### src/fps_defines.svh
// constants of the flash program and program-once sequencer
// Overview of operation
// program-phrase launched with index pointer not 101 sets access error
// command not allowed in current mode sets access error, nothing runs
// program address outside program flash range sets access error
// program address with low three bits not 000 sets access error
// program address inside protected region sets protection violation, no programming
// any error during read-back verify sets verify error status
// uncorrectable error during verify sets uncorrectable verify status
// program-once writes only the 64-byte, 8-phrase one-time field
// one-time field never erased; second program of a phrase refused
// software loads 0x07, phrase index, then four data words at 010-101
// software supplies phrase index 0 to 7 only
// program-once checks phrase erased, then programs, then verifies by read back
// command complete flag stays low until program-once fully finished
// program flash reads return invalid data while program-once runs
// software issues program-once once per phrase, not from that block
// one-time field readable through the read-once command
// erase-block uses code 0x09, address bits 17:16 select the block
// erase-block erases the block, verifies it erased, then sets complete
// erase-block launched with index pointer not 001 sets access error
// program-once phrase index above 7 sets access error, no programming
`ifndef FPS_DEFINES_SVH
`define FPS_DEFINES_SVH
`define FPS_CMD_PGM 8'h06
`define FPS_CMD_ONCE 8'h07
`define FPS_CMD_ERS 8'h09
`define FPS_CMD_RDO 8'h04
`define FPS_IDX_PGM 3'h5
`define FPS_IDX_ONCE 3'h5
`define FPS_IDX_ERS 3'h1
`define FPS_IDX_RDO 3'h1
`define FPS_ONCE_MAX 16'h0007
`define FPS_ONCE_BASE 18'h00000
`define FPS_ALIGN_ZERO 3'h0
`define FPS_INVALID_WORD 16'hffff
`endif

### src/fps_pkg.sv
// types of the flash program and program-once sequencer
package fps_pkg;
  typedef enum logic [7:0] {
    ST_IDLE  = 8'h01,
    ST_CHK   = 8'h02,
    ST_BLANK = 8'h04,
    ST_PROG  = 8'h08,
    ST_VFY   = 8'h10,
    ST_ERASE = 8'h20,
    ST_RDO   = 8'h40,
    ST_EVFY  = 8'h80
  } fps_state_t;
  typedef enum logic [2:0] {
    OP_BLANK = 3'h0,
    OP_PROG  = 3'h1,
    OP_VFY   = 3'h2,
    OP_ERASE = 3'h3,
    OP_EVFY  = 3'h4,
    OP_READ  = 3'h5
  } fps_op_t;
  typedef struct packed {
    fps_op_t op;
    logic info;
    logic [17:0] addr;
    logic [63:0] wdata;
  } fps_nvm_cmd_t;
endpackage : fps_pkg

### src/fps_flag.sv
// sticky status flag, set wins over clear
`timescale 1ns/1ps
`default_nettype none
module fps_flag (
  // clock and reset
  input wire logic clk,
  input wire logic rst_n,
  // control
  input wire logic set,
  input wire logic clr,
  // state
  output logic q_ff
);
  logic nxt_q;
  assign nxt_q = set | (q_ff & ~clr);
  always_ff @(posedge clk) begin
    if (!rst_n) begin
      q_ff <= 1'b0;
    end else begin
      q_ff <= nxt_q;
    end
  end
endmodule : fps_flag
`default_nettype wire

### src/fps_seq.sv
// flash command sequencer: program phrase, program once, read once, erase block
`timescale 1ns/1ps
`default_nettype none
`include "fps_defines.svh"
module fps_seq #(
  parameter logic [17:0] PF_LO = 18'h00000,
  parameter logic [17:0] PF_HI = 18'h3ffff,
  parameter logic [1:0] PF_BLOCK = 2'h3
) (
  // clock and reset
  input wire logic clk,
  input wire logic rst_n,
  // parameter array write port
  input wire logic prm_wr,
  input wire logic [2:0] prm_idx,
  input wire logic [15:0] prm_data,
  // launch and flag clears
  input wire logic launch,
  input wire logic acc_clr,
  input wire logic viol_clr,
  // mode and protection
  input wire logic mode_ok,
  input wire logic prot_en,
  input wire logic [17:0] prot_lo,
  input wire logic [17:0] prot_hi,
  // nonvolatile array
  output logic nvm_req_ff,
  output fps_pkg::fps_nvm_cmd_t nvm_cmd_ff,
  input wire logic nvm_ack,
  input wire logic nvm_err,
  input wire logic nvm_uncorr,
  input wire logic [63:0] nvm_rdata,
  // cpu read path to program flash
  input wire logic [15:0] cpu_rd_in,
  output logic [15:0] cpu_rd_ff,
  // status
  output logic command_complete_flag_ff,
  output logic access_error_flag,
  output logic protection_violation_flag,
  output logic verify_error_status,
  output logic verify_uncorrectable_status,
  output logic [63:0] once_rdata_ff
);
  // ************************************************************
  // parameter array and pointer
  // ************************************************************
  logic [15:0] command_parameter_array [0:5];
  logic [2:0] command_index_pointer_ff;
  fps_pkg::fps_state_t state_ff;
  fps_pkg::fps_state_t nxt_state;
  wire prm_take = prm_wr & command_complete_flag_ff & (prm_idx < 3'h6);
  always_ff @(posedge clk) begin
    if (!rst_n) begin
      command_index_pointer_ff <= 3'h0;
    end else if (prm_take) begin
      command_index_pointer_ff <= prm_idx;
    end
  end
  always_ff @(posedge clk) begin
    if (prm_take) begin
      command_parameter_array[prm_idx] <= prm_data;
    end
  end
  // ************************************************************
  // launch checks
  // ************************************************************
  wire [7:0] code = command_parameter_array[0][15:8];
  wire [15:0] word1 = command_parameter_array[1];
  wire [17:0] addr = {command_parameter_array[0][1:0], word1};
  wire [2:0] ptr = command_index_pointer_ff;
  wire is_pgm = (code == `FPS_CMD_PGM);
  wire is_once = (code == `FPS_CMD_ONCE);
  wire is_ers = (code == `FPS_CMD_ERS);
  wire is_rdo = (code == `FPS_CMD_RDO);
  wire bad_code = ~(is_pgm | is_once | is_ers | is_rdo);
  wire in_range = (addr >= PF_LO) & (addr <= PF_HI);
  wire prot_hit = prot_en & (addr >= prot_lo) & (addr <= prot_hi);
  wire pgm_err = is_pgm & ((ptr != `FPS_IDX_PGM) | ~in_range
                 | (addr[2:0] != `FPS_ALIGN_ZERO));
  wire once_err = is_once & ((ptr != `FPS_IDX_ONCE) | (word1 > `FPS_ONCE_MAX));
  wire rdo_err = is_rdo & ((ptr != `FPS_IDX_RDO) | (word1 > `FPS_ONCE_MAX));
  wire ers_err = is_ers & ((ptr != `FPS_IDX_ERS)
                 | (command_parameter_array[0][1:0] != PF_BLOCK));
  wire chk_acc = bad_code | ~mode_ok | pgm_err | once_err | rdo_err | ers_err;
  wire chk_viol = ~chk_acc & ((is_pgm & prot_hit) | (is_ers & prot_en));
  wire in_chk = (state_ff == fps_pkg::ST_CHK);
  wire in_blank = (state_ff == fps_pkg::ST_BLANK);
  wire vfy_end = nvm_ack & ((state_ff == fps_pkg::ST_VFY) | (state_ff == fps_pkg::ST_EVFY));
  // only the one-time row is ever addressed with info set, and never for erase
  wire [17:0] once_addr = `FPS_ONCE_BASE + {12'h000, word1[2:0], 3'h0};
  wire launch_ok = launch & command_complete_flag_ff;
  // ************************************************************
  // sequencer
  // ************************************************************
  always_comb begin
    nxt_state = state_ff;
    case (state_ff)
      fps_pkg::ST_IDLE: begin
        if (launch_ok) nxt_state = fps_pkg::ST_CHK;
      end
      fps_pkg::ST_CHK: begin
        if (chk_acc | chk_viol) nxt_state = fps_pkg::ST_IDLE;
        else if (is_pgm) nxt_state = fps_pkg::ST_PROG;
        else if (is_once) nxt_state = fps_pkg::ST_BLANK;
        else if (is_ers) nxt_state = fps_pkg::ST_ERASE;
        else nxt_state = fps_pkg::ST_RDO;
      end
      fps_pkg::ST_BLANK: begin
        // a phrase already written is not erased: second program refused
        if (nvm_ack) nxt_state = nvm_err ? fps_pkg::ST_IDLE : fps_pkg::ST_PROG;
      end
      fps_pkg::ST_PROG: begin
        if (nvm_ack) nxt_state = fps_pkg::ST_VFY;
      end
      fps_pkg::ST_ERASE: begin
        if (nvm_ack) nxt_state = fps_pkg::ST_EVFY;
      end
      fps_pkg::ST_VFY, fps_pkg::ST_EVFY, fps_pkg::ST_RDO: begin
        if (nvm_ack) nxt_state = fps_pkg::ST_IDLE;
      end
      default: nxt_state = fps_pkg::ST_IDLE;
    endcase
  end
  always_ff @(posedge clk) begin
    if (!rst_n) begin
      state_ff <= fps_pkg::ST_IDLE;
    end else begin
      state_ff <= nxt_state;
    end
  end
  // ************************************************************
  // array requests
  // ************************************************************
  fps_pkg::fps_nvm_cmd_t nxt_cmd;
  logic nxt_req;
  wire nxt_is_op = (nxt_state != fps_pkg::ST_IDLE) & (nxt_state != fps_pkg::ST_CHK);
  wire once_cmd = is_once | is_rdo;
  assign nxt_req = nxt_is_op & ~nvm_ack;
  always_comb begin
    nxt_cmd.info = once_cmd;
    nxt_cmd.addr = once_cmd ? once_addr : addr;
    nxt_cmd.wdata = {command_parameter_array[5], command_parameter_array[4],
                     command_parameter_array[3], command_parameter_array[2]};
    case (nxt_state)
      fps_pkg::ST_BLANK: nxt_cmd.op = fps_pkg::OP_BLANK;
      fps_pkg::ST_PROG: nxt_cmd.op = fps_pkg::OP_PROG;
      fps_pkg::ST_VFY: nxt_cmd.op = fps_pkg::OP_VFY;
      fps_pkg::ST_ERASE: nxt_cmd.op = fps_pkg::OP_ERASE;
      fps_pkg::ST_EVFY: nxt_cmd.op = fps_pkg::OP_EVFY;
      fps_pkg::ST_RDO: nxt_cmd.op = fps_pkg::OP_READ;
      default: nxt_cmd.op = nvm_cmd_ff.op;
    endcase
  end
  // complete flag low from launch until the last array step ends
  wire nxt_command_complete_flag = launch_ok ? 1'b0 : (command_complete_flag_ff | (nxt_state == fps_pkg::ST_IDLE));
  // reads return junk while the one-time row is being written
  wire once_busy = is_once & (state_ff != fps_pkg::ST_IDLE);
  always_ff @(posedge clk) begin
    if (!rst_n) begin
      nvm_req_ff <= 1'b0;
      nvm_cmd_ff <= '0;
      command_complete_flag_ff <= 1'b1;
      cpu_rd_ff <= 16'h0000;
      once_rdata_ff <= 64'h0;
    end else begin
      nvm_req_ff <= nxt_req;
      nvm_cmd_ff <= nxt_cmd;
      command_complete_flag_ff <= nxt_command_complete_flag;
      cpu_rd_ff <= once_busy ? `FPS_INVALID_WORD : cpu_rd_in;
      if (nvm_ack & (state_ff == fps_pkg::ST_RDO)) once_rdata_ff <= nvm_rdata;
    end
  end
  // ************************************************************
  // status flags
  // ************************************************************
  fps_flag u_acc (.clk(clk), .rst_n(rst_n),
    .set((in_chk & chk_acc) | (in_blank & nvm_ack & nvm_err)), .clr(acc_clr),
    .q_ff(access_error_flag));
  fps_flag u_viol (.clk(clk), .rst_n(rst_n), .set(in_chk & chk_viol), .clr(viol_clr),
    .q_ff(protection_violation_flag));
  fps_flag u_mg1 (.clk(clk), .rst_n(rst_n), .set(vfy_end & nvm_err), .clr(launch_ok),
    .q_ff(verify_error_status));
  fps_flag u_mg0 (.clk(clk), .rst_n(rst_n), .set(vfy_end & nvm_uncorr), .clr(launch_ok),
    .q_ff(verify_uncorrectable_status));
endmodule : fps_seq
`default_nettype wire

### config.mk
export PLATFORM = sky130hd
export DESIGN_NAME = fps_seq
export DESIGN_NICKNAME = d
export VERILOG_FILES = /design/src/fps_pkg.sv /design/src/fps_flag.sv /design/src/fps_seq.sv
export VERILOG_INCLUDE_DIRS = /design/src
export SDC_FILE = /design/constraint.sdc
export NUM_CORES = 1
export LEC_CHECK = 0
export BUFFER_PORTS_ARGS = -buffer_cell sky130_fd_sc_hd__buf_4
export CAP_MARGIN = 20
export CORE_MARGIN = 2
export CORE_UTILIZATION = 45
export CTS_CLUSTER_SIZE = 16
export DETAILED_ROUTE_END_ITERATION = 6
export PLACE_DENSITY = 0.75
export SYNTH_ARGS = -nofsm -noshare
export SYNTH_HDL_FRONTEND = slang
export SYNTH_SLANG_ARGS = --single-unit
### constraint.sdc
create_clock -name clk -period 2.6 [get_ports clk]
set_input_delay 0.52 -clock clk [delete_from_list [all_inputs] [get_ports clk]]
set_output_delay 0.52 -clock clk [all_outputs]
set_load 0.005 [all_outputs]
==> out/metrics.yaml, run 1 <==
critical_path:
  r2r_slack_ps: 30
  r2r_cells: 9
  cp-startpoint: "command_parameter_array[1][9]$_DFFE_PP_"
  start_kind: "flip-flop"
  reg2reg_from: "command_parameter_array[1][9]$_DFFE_PP_"
  worstPathMaxFanout: 4
  end_kind: "flip-flop"
  critPathArrivalTime_ps: 3010
  cp-endpoint: "nvm_cmd_ff[84]$_SDFFE_PN0P_"
  reg2reg_to: "nvm_cmd_ff[84]$_SDFFE_PN0P_"
  worstSetupPathType: "flip-flop to flip-flop"
  crit_required_ps: 3040
power:
  total_power_w: 0.00928
  power_frac_seq_pct: 48.9
  peakVddDrop_mv: 0.542
  p_int_w: 0.00738
  combPwrFrac_pct: 6.4
  sw_frac_of_total_pct: 20.4
  cellPowerDensity_mw_per_mm2: 674
  clkPwrFrac_pct: 44.7
  leakagePower_nw: 5.94
  power_switching_w: 0.00189
logic_synthesis:
  synthDistinctLibCells: 57
  synth-compound-area-share_pct: 8.54
  seq_area_frac_synth_pct: 65.2
  yosys_warnings: 0
  ys.flop_type: "dfxtp_1"
  ys_ff_latch: 273
  synth_edf_count: 90
  post_synth_xor_area_fraction_pct: 0.269
  synth_top_cell_by_area: "dfxtp_1"
  syn_inst: 899
  synth_nets: 1081
  syn_avg_cell_area_um2: 10.9
  muxShareOfSynthArea_pct: 0.308
  yosys-top-cells-area: "dfxtp_1 (38%), edfxtp_1 (28%), nand2_1 (5.8%)"
  synth_top_cell_area_share_pct: 37.5
  synth_simple_gate_area_share_pct: 17.6
  synth_top_family_by_area: "simple AND/OR/NAND/NOR gates"
  async_flop_share_pct: 0
  synth.cell_area_mm2: 0.00976
  synth_fa_ha_area_share_pct: 4.61
cts:
  cts.sinks: 273
  cts-root-buf: "clkbuf_16"
  cts_buffer_depth: 3
  path_clk_slew_ps: 60
  hold_buffers: 0
  cts_tree: "done"
  htree_levels: 1
  clock_latency_ps: 530
  cts_buffers: 28
sta:
  whs_ps: 170
  min_period_ps: 2570
  finalMaxSlewViolations: 0
  setup-violations-final: 0
  tightest_slew_ps: 649
  period_share_pct: 98.7
  hold_viol: 0
  finalClockSkew_ps: 10.7
  slew_headroom_pct: 56.7
  rsz0062_at_grt: "yes"
  clock.fmax_ghz: 0.390
route:
  vias_per_cell: 5.02
  drtIter0Drc: 415
  antenna_left: 0
  drc: 0
  wl_per_cell_um: 17.3
  routed_wirelength_um: 26700
  route.vias.total: 7725
  firstDrtPassIters: 5
place:
  io_buffers: 317
  hpwl_um: 18500
  place.gp.congestion: 0.902
floorplan:
  start_util_pct: 46.2
  dieArea_mm2: 0.0229
  rows: 53
  io_pins: 318
  fp.coreArea_mm2: 0.0212
  die_x_um: 151
  die_h_um: 151
grt:
  grt_max_degree: 85
  track_usage_pct: 21.8
  antenna_found_initial: 0
  grt_busiest_layer: "met2"
  use_met3_pct: 4.49
  grt_use_met1_pct: 27.4
  grt_pass1_wl_um: 39000
  first_global_vias: 7368
  grt_util_met2_pct: 38.0
  grt_remaining_overflow: 0
layout:
  antenna_cells: 0
  drive_above_1_share_pct: 33.3
  areaGrowthSynthToFinish_pct: 41.0
  fillers: 1610
  layout.nets: 1425
status:
  outcome: "completed"
min_path:
  worst_hold_path_type: "input port to flip-flop"
run:
  max-cap-violations: 0
## power by group through the flow
| stage | clock network, W | registers [W] | logic (W) |
|---|---|---|---|
| after CTS | 0.00421 | 0.00453 | 0.000578 |
| final | 0.00415 | 0.00454 | 0.000591 |
| after floorplan | 0 | 0.00463 | 0.000193 |
| after detailed placement | 0 | 0.00463 | 0.000568 |
| after global routing | 0.00440 | 0.00454 | 0.000647 |
| after global placement | 0 | 0.00462 | 0.000554 |
## timing repair
item | CTS | global route
pin swaps | 1 | 16
gates resized for setup | 6 | 17
setup endpoints to repair | 5 | 11
gates cloned | 0 | 0
buffers inserted | 2 | 7
## area by class of cell
type	instances	area, µm²	share of cell area, %
clock buffers	40	777	5.64
clock inverters	12	185	1.34
inverters	46	173	1.25
multi-input cells	538	3220	23.4
flip-flops and latches	273	6370	46.2
well taps	275	344	2.50
repair buffers	356	2710	19.6
## layer usage
metal  part of all wire [%]  vias to the layer above
met3                    7.4                       36
met5                      0                        -
met1                     39                     3663
met4                    2.3                        0
met2                     51                      273
li1                       -                     3753
## synthesized netlist by cell type, drive strengths merged (2+ instances only)
master and n:
a211oi 5, clkbuf 36, nand4 10, o21bai 2, o21a 3, dfxtp 183, nor4b 3, nor3b 3
o21ai 15, or2 2, and3 20, nand3 4, o32ai 3, nand2b 3, a21o 2, a311oi 2
xor2 3, and2 71, edfxtp 90, nor3 5, ha 36, o211ai 2, a21oi 82, a22oi 8
mux2i 3, nor2b 2, inv 46, and4 2, buf 6, nor2 66, a31oi 3, nand2 150
nor4 8
## worst max-delay path, stage by stage, from the launching register on
cell and delay [ps]:
edfxtp_1 460, buf_4 180, ha_1 310, and4_1 170, a2111o_1 450, a22oi_2 190
a31oi_2 140, buf_4 180, o21a_1 210, o32ai_2 200
## placed cells by master, fill, tap and decap left out, types with 3 or more instances in the layout
cell type,netlist,routed
nand2_1,150,150
ha_1,36,35
clkbuf_1,36,10
dfxtp_1,183,183
inv_1,46,45
o21a_1,3,3
edfxtp_1,90,90
nand2b_1,3,3
nor3_1,5,4
buf_4,1,352
and2_1,71,70
a22oi_1,8,7
and3_1,20,19
a21oi_1,82,82
a211oi_1,5,3
nor3b_1,3,3
bufinv_16,0,5
xor2_1,3,3
nor2_1,66,64
nand4_1,10,10
o21ai_0,15,13
nand3_1,4,3
mux2i_1,3,3
nor4_1,7,5
clkinv_2,0,4
clkbuf_16,0,29
## registers in the layout, summed over array words and instances (netlist names)
register                  cells
nvm_cmd_ff                   86
command_parameter_array      90
u_mg1.q_ff                    1
state_ff                      8
cpu_rd_ff                    16
u_acc.q_ff                    1
nvm_req_ff                    1
once_rdata_ff                64
command_complete_flag_ff      1
u_mg0.q_ff                    1
command_index_pointer_ff      3
u_viol.q_ff                   1
## per-stage QoR
| step | cells | TNS (ps) | cell area, µm² | setup slack, ps | util [%] |
|---|---|---|---|---|---|
| 6_report | 1540 | 0 | 13800 | 34.4 | 65.1 |
| 5_1_grt | 1540 | -193 | 13800 | -68.1 | 65.1 |
| 4_1_cts | 1534 | 0 | 13600 | 4.32 | 64.4 |
| 3_5_place_dp | 1480 | -1100 | 12600 | -227 | 59.6 |
| 3_3_place_gp | 1480 | -843 | 12600 | -200 | 59.6 |
| 2_1_floorplan | 899 | 0 | 9770 | 146 | - |
## cells by family (layout without fill, tap and decap cells)
family	count (synthesis)	count (layout)
compound gates	140	140
xor+xnor	3	3
fa+ha+maj	36	36
buf+inv	88	454
flops	273	273
mux	3	3
simple gates	356	356
## worst min-delay path by stage
stage          cells past startpoint                                startpoint                         to
2_1_floorplan                      1   command_parameter_array[2][0]$_DFFE_PP_   nvm_cmd_ff[0]$_SDFF_PN0_
3_3_place_gp                       1  command_parameter_array[4][12]$_DFFE_PP_  nvm_cmd_ff[44]$_SDFF_PN0_
3_5_place_dp                       1   command_parameter_array[4][1]$_DFFE_PP_  nvm_cmd_ff[33]$_SDFF_PN0_
4_1_cts                            2                                  viol_clr     u_viol.q_ff$_SDFF_PN0_
5_1_grt                            2                                  viol_clr     u_viol.q_ff$_SDFF_PN0_
6_report                           2                                  viol_clr     u_viol.q_ff$_SDFF_PN0_
Note: power is estimated with default switching activity, not from simulation.
==> inputs of run 2 (changes only) <==
- CORE_MARGIN: 2 -> not set
==> out/metrics.yaml, run 2 (synthesized netlist as in run 1, its figures left out) <==
power:
  sw_frac_of_total_pct: 21.6  # +1.2 points
  combPwrFrac_pct: 6.6  # +0.2 points
  p_int_w: 0.00712  # -3.5%
  power_switching_w: 0.00197  # +3.9%
  cellPowerDensity_mw_per_mm2: 656  # -2.6%
  clkPwrFrac_pct: 43.5  # -1.2 points
  power_frac_seq_pct: 49.9  # +1.0 points
  peakVddDrop_mv: 0.637  # +17%
  leakagePower_nw: 5.93  # -0.12%
floorplan:
  start_util_pct: 46.2  # unchanged
  io_pins: 318  # unchanged
  die_x_um: 149  # -1.3%
  fp.coreArea_mm2: 0.0212  # unchanged
  dieArea_mm2: 0.0223  # -2.6%
  rows: 53  # unchanged
  die_h_um: 149  # -1.3%
sta:
  clock.fmax_ghz: 0.389  # about the same
  min_period_ps: 2570  # +1.83 ps
  finalMaxSlewViolations: 0  # unchanged
  slew_headroom_pct: 56.7  # about the same
  setup-violations-final: 0  # unchanged
  finalClockSkew_ps: 11.5  # +0.829 ps
  rsz0062_at_grt: "yes"
  period_share_pct: 98.7  # about the same
  hold_viol: 0  # unchanged
  tightest_slew_ps: 649  # +0.161 ps
cts:
  cts_buffers: 27  # -3.6%
  cts-root-buf: "clkbuf_16"
  path_clk_slew_ps: 60  # about the same
  clock_latency_ps: 550  # +20 ps
  cts.sinks: 273  # unchanged
  cts_tree: "done"
  hold_buffers: 0  # unchanged
  htree_levels: 1  # unchanged
  cts_buffer_depth: 3  # unchanged
route:
  routed_wirelength_um: 26100  # -2.1%
  drc: 3  # +3
  route.vias.total: 7728  # +0.039%
  vias_per_cell: 5.02  # about the same
  wl_per_cell_um: 17.0  # -2.1%
  drtIter0Drc: 422  # +1.7%
  firstDrtPassIters: 7  # +2
  antenna_left: 0  # unchanged
critical_path:
  start_kind: "flip-flop"
  path_depth: 10  # +1
  critPathArrivalTime_ps: 3050  # +40 ps
  cp_cell_sequence: "buf_4, ha_4, a21oi_1, o21ai_0, a2111o_1, a22oi_2, a31oi_2, buf_4, a2111oi_4, o32a_1"
  crit_slowest_cell: "edfxtp_1"
  crit_family: "compound AO/OA/AOI/OAI gates"
  crit_top_cell: "buf_4"
  path_buf_inv: 2  # unchanged
  end_kind: "flip-flop"
  worstSetupPathType: "flip-flop to flip-flop"
  max_stage_delay_ps: 460  # about the same
  crit_required_ps: 3090  # +50 ps
  worstPathMaxFanout: 3  # -1
  r2r_cells: 10  # +1
layout:
  reg_top3: "command_parameter_array (90), nvm_cmd_ff (86), once_rdata_ff (64)"
  top_register: "command_parameter_array"
  layout_common_cells: "buf_4 (353), dfxtp_1 (183), nand2_1 (150)"
  layout.nets: 1424  # -0.070%
  areaGrowthSynthToFinish_pct: 41.9
  final_common_cell: "buf_4"
  fillers: 1572  # -2.4%
  fin_area_mm2: 0.0139  # +0.60%
  drive_above_1_share_pct: 34.6  # +1.3 points
  instances_no_fill: 1540  # unchanged
  largest_register_ffs: 90  # unchanged
place:
  placed_area_mm2: 0.0126  # about the same
  dp.cells: 1482  # +0.14%
  io_buffers: 317  # unchanged
  place.gp.congestion: 0.873  # -3.3%
  hpwl_um: 18200  # -1.5%
status:
  outcome: "complete, but fails checks"
  failed_checks: "design-rule violations"
grt:
  grt_max_degree: 80  # -5.9%
  first_global_vias: 7425  # +0.77%
  antenna_found_initial: 2  # +2
  track_usage_pct: 22.3  # +0.47 points
  grt_pass1_wl_um: 38400  # -1.7%
  grt_remaining_overflow: 0  # unchanged
min_path:
  worst_hold_path_type: "input port to flip-flop"
  hold_path_depth: 2  # unchanged
run:
  max-cap-violations: 0  # unchanged
## run 2: worst reg2reg max path, cell delays in order, from the launching register on
cell and delay [ps]:
edfxtp_1 460, buf_4 200, ha_4 210, a21oi_1 120
o21ai_0 110, a2111o_1 400, a22oi_2 200, a31oi_2 130
buf_4 160, a2111oi_4 340, o32a_1 180
## run 2: per-layer routing
layer  vias to the layer above  routed length, µm  GRT usage (%)
li1                       3757                  -              -
met1                      3620              10200           26.7
met2                       290              13000           38.0
met3                        61               2010           5.63
met4                         0                933           9.03
met5                         -                  0              0
## run 2: final timing paths
check | from | end | slack, ps
setup / recovery | command_parameter_array[1][3]$_DFFE_PP_ | command_complete_flag_ff$_SDFF_PN1_ | 30
hold reg to reg | command_parameter_array[5][10]$_DFFE_PP_ | nvm_cmd_ff[58]$_SDFF_PN0_ | 450
hold / removal | viol_clr | u_viol.q_ff$_SDFF_PN0_ | 160
setup reg to reg | command_parameter_array[1][3]$_DFFE_PP_ | command_complete_flag_ff$_SDFF_PN1_ | 30
## run 2: metrics by stage
stage / utilization, % / power, W / setup slack (ps) / TNS [ps] / hold WS, ps
global route: 65.5 / 0.00939 / -88.4 / -279 / 151
finish: 65.5 / 0.00909 / 32.6 / 0 / 161
floorplan: - / 0.00482 / 146 / 0 / 426
detailed placement: 59.6 / 0.00519 / -297 / -1270 / 432
CTS: 64.2 / 0.00913 / 12.8 / 0 / 146
global placement: 59.6 / 0.00518 / -232 / -1090 / 428
## run 2: power groups by stage
stage | clock network, W | registers, W | logic (W)
final | 0.00395 | 0.00454 | 0.000602
after global routing | 0.00419 | 0.00454 | 0.000660
after CTS | 0.00402 | 0.00454 | 0.000581
after detailed placement | 0 | 0.00463 | 0.000566
after global placement | 0 | 0.00462 | 0.000552
after floorplan | 0 | 0.00463 | 0.000193
## run 2: timing repair
action / in CTS / in global routing
setup endpoints to repair: 6 / 7
gates resized for setup: 9 / 25
buffers inserted: 0 / 7
pin swaps: 0 / 17
cloned: 0 / 0
## run 2: area by class of cell
| cell class | instances | area, µm² | share of cell area [%] |
|---|---|---|---|
| Multi-Input combinational cell | 538 | 3350 | 24.2 |
| Clock buffer | 39 | 813 | 5.87 |
| Sequential cell | 273 | 6370 | 46.0 |
| Timing Repair Buffer | 356 | 2690 | 19.4 |
| Tap cell | 275 | 344 | 2.48 |
| Clock inverter | 11 | 109 | 0.786 |
| Inverter | 46 | 173 | 1.25 |
| Antenna cell | 2 | 5.00 | 0.0361 |
==> inputs of run 3 (changes only) <==
- SETUP_SLACK_MARGIN: not set -> 0.4
==> out/metrics.yaml, run 3 (synthesized netlist as in run 1, its figures left out) <==
run:
  max-cap-violations: 0  # unchanged
critical_path:
  worstPathMaxFanout: 3  # unchanged
  reg2reg_to: "nvm_cmd_ff[84]$_SDFFE_PN0P_"
  start_kind: "flip-flop"
  crit_required_ps: 3050  # -40 ps
  r2r_cells: 11  # +1
  r2r_slack_ps: 30  # about the same
  critPathArrivalTime_ps: 3020  # -30 ps
  worstSetupPathType: "flip-flop to flip-flop"
  reg2reg_from: "command_parameter_array[1][9]$_DFFE_PP_"
  end_kind: "flip-flop"
floorplan:
  rows: 53  # unchanged
  dieArea_mm2: 0.0223  # unchanged
  die_x_um: 149  # unchanged
  fp.coreArea_mm2: 0.0212  # unchanged
  io_pins: 318  # unchanged
  die_h_um: 149  # unchanged
  start_util_pct: 46.2  # unchanged
grt:
  grt_pass1_wl_um: 40100  # +4.5%
  first_global_vias: 7500  # +1.0%
  grt_remaining_overflow: 0  # unchanged
  antenna_found_initial: 0  # -2
  track_usage_pct: 23.1  # +0.86 points
  grt_max_degree: 72  # -10%
route:
  vias_per_cell: 5.01  # -0.19%
  routed_wirelength_um: 26400  # +1.2%
  firstDrtPassIters: 6  # -1
  wl_per_cell_um: 17.1  # +1.0%
  drc: 0  # -3
  antenna_left: 0  # unchanged
  route.vias.total: 7723  # -0.065%
  drtIter0Drc: 408  # -3.3%
power:
  leakagePower_nw: 5.95  # +0.22%
  peakVddDrop_mv: 0.483  # -24%
  cellPowerDensity_mw_per_mm2: 656  # about the same
  total_power_w: 0.00911  # +0.24%
cts:
  cts-root-buf: "clkbuf_16"
  htree_levels: 1  # unchanged
  clock_latency_ps: 540  # about the same
  path_clk_slew_ps: 60  # about the same
  cts.sinks: 273  # unchanged
  cts_tree: "done"
  cts_buffers: 28  # +3.7%
  hold_buffers: 0  # unchanged
  cts_buffer_depth: 3  # unchanged
sta:
  setup_slack_ps: 25.5  # -7.11 ps
  finalClockSkew_ps: 18.2  # +6.67 ps
  slew_headroom_pct: 56.5  # -0.21 points
  fin_tns_setup_ps: 0  # unchanged
  setup-violations-final: 0  # unchanged
  rsz0062_at_grt: "yes"
  min_period_ps: 2570  # +7.11 ps
  clock.fmax_ghz: 0.388  # -0.28%
  finalMaxSlewViolations: 0  # unchanged
  tightest_slew_ps: 652  # +3.14 ps
  period_share_pct: 99.0  # +0.27 points
  hold_viol: 0  # unchanged
place:
  dp.cells: 1475  # -0.47%
  placed_area_mm2: 0.0127  # +0.76%
  place_worst_setup_slack_ps: -136  # +161 ps
  io_buffers: 317  # unchanged
  place.gp.congestion: 0.880  # +0.84%
  hpwl_um: 18500  # +1.5%
min_path:
  hold_path_depth: 2  # unchanged
  worst_hold_path_type: "input port to flip-flop"
  holdPathEnd: "u_viol.q_ff$_SDFF_PN0_"
  hold_path_startpoint: "viol_clr"
layout:
  drive_above_1_share_pct: 34.8  # +0.21 points
  antenna_cells: 0  # -2
  layout.nets: 1428  # +0.28%
  areaGrowthSynthToFinish_pct: 42.2
  instances_no_fill: 1542  # +0.13%
  final_common_cell: "buf_4"
  layout_common_cells: "buf_4 (347), dfxtp_1 (183), nand2_1 (150)"
  largest_register_ffs: 90  # unchanged
  reg_top3: "command_parameter_array (90), nvm_cmd_ff (86), once_rdata_ff (64)"
  fin_area_mm2: 0.0139  # +0.24%
  top_register: "command_parameter_array"
status:
  outcome: "completed"
run 3: worst max path at each step:
| stage | slack, ps | startpoint | cells after the start | to |
|---|---|---|---|---|
| floorplan | 340 | command_parameter_array[0][9]$_DFFE_PP_ | 7 | command_complete_flag_ff$_SDFF_PN1_ |
| global placement | -100 | prot_lo[0] | 10 | command_complete_flag_ff$_SDFF_PN1_ |
| detailed placement | -140 | prot_lo[0] | 10 | command_complete_flag_ff$_SDFF_PN1_ |
| CTS | 140 | command_parameter_array[1][9]$_DFFE_PP_ | 10 | nvm_cmd_ff[83]$_SDFFE_PN0P_ |
| global route | -90 | command_parameter_array[1][8]$_DFFE_PP_ | 8 | nvm_req_ff$_SDFF_PN0_ |
| finish | 30 | command_parameter_array[1][9]$_DFFE_PP_ | 11 | nvm_cmd_ff[84]$_SDFFE_PN0P_ |
run 3: metrics by stage:
stage,utilization [%],hold WS (ps)
5_1_grt,65.6,165
2_1_floorplan,-,426
3_5_place_dp,60.1,432
3_3_place_gp,60.1,428
4_1_cts,65.4,163
6_report,65.6,173
run 3: area by class of cell:
class                           instances  area (µm²)
Clock buffer                           35         778
Clock inverter                         16         150
Fill cell                            1637        7270
Inverter                               46         175
Multi-Input combinational cell        538        3310
Sequential cell                       273        6370
Tap cell                              275         344
Timing Repair Buffer                  359        2760
run 3: metal layers:
metal  wire (µm)  global-route usage [%]  vias up
met4         512                    6.07        0
met5           0                       0        -
met3        1780                    4.92       49
li1            -                       -     3761
met2       13400                    40.1      278
met1       10800                    29.1     3635
run 3: power breakdown:
group | switching (W) | leakage [nW] | total (W) | internal [W]
sequential | 0.0000369 | 2.32 | 0.00453 | 0.00450
clock | 0.00164 | 0.460 | 0.00397 | 0.00233
combinational | 0.000281 | 3.17 | 0.000606 | 0.000325
total | 0.00196 | 5.95 | 0.00911 | 0.00715
run 3: worst max-delay path, cell delays in order (launching register included):
cell and delay (ps):
edfxtp_1 480, ha_1 340, nand4_1 170, nor2_1 190
a211oi_2 110, buf_4 150, o41ai_4 250, a31oi_4 150
buf_4 160, buf_6 100, o21a_1 170, o32ai_1 210
run 3: what timing repair did:
item	in CTS	in global routing
setup endpoints to repair	11	63
resized for setup	19	5
pin swaps	12	6
buffers inserted	13	3
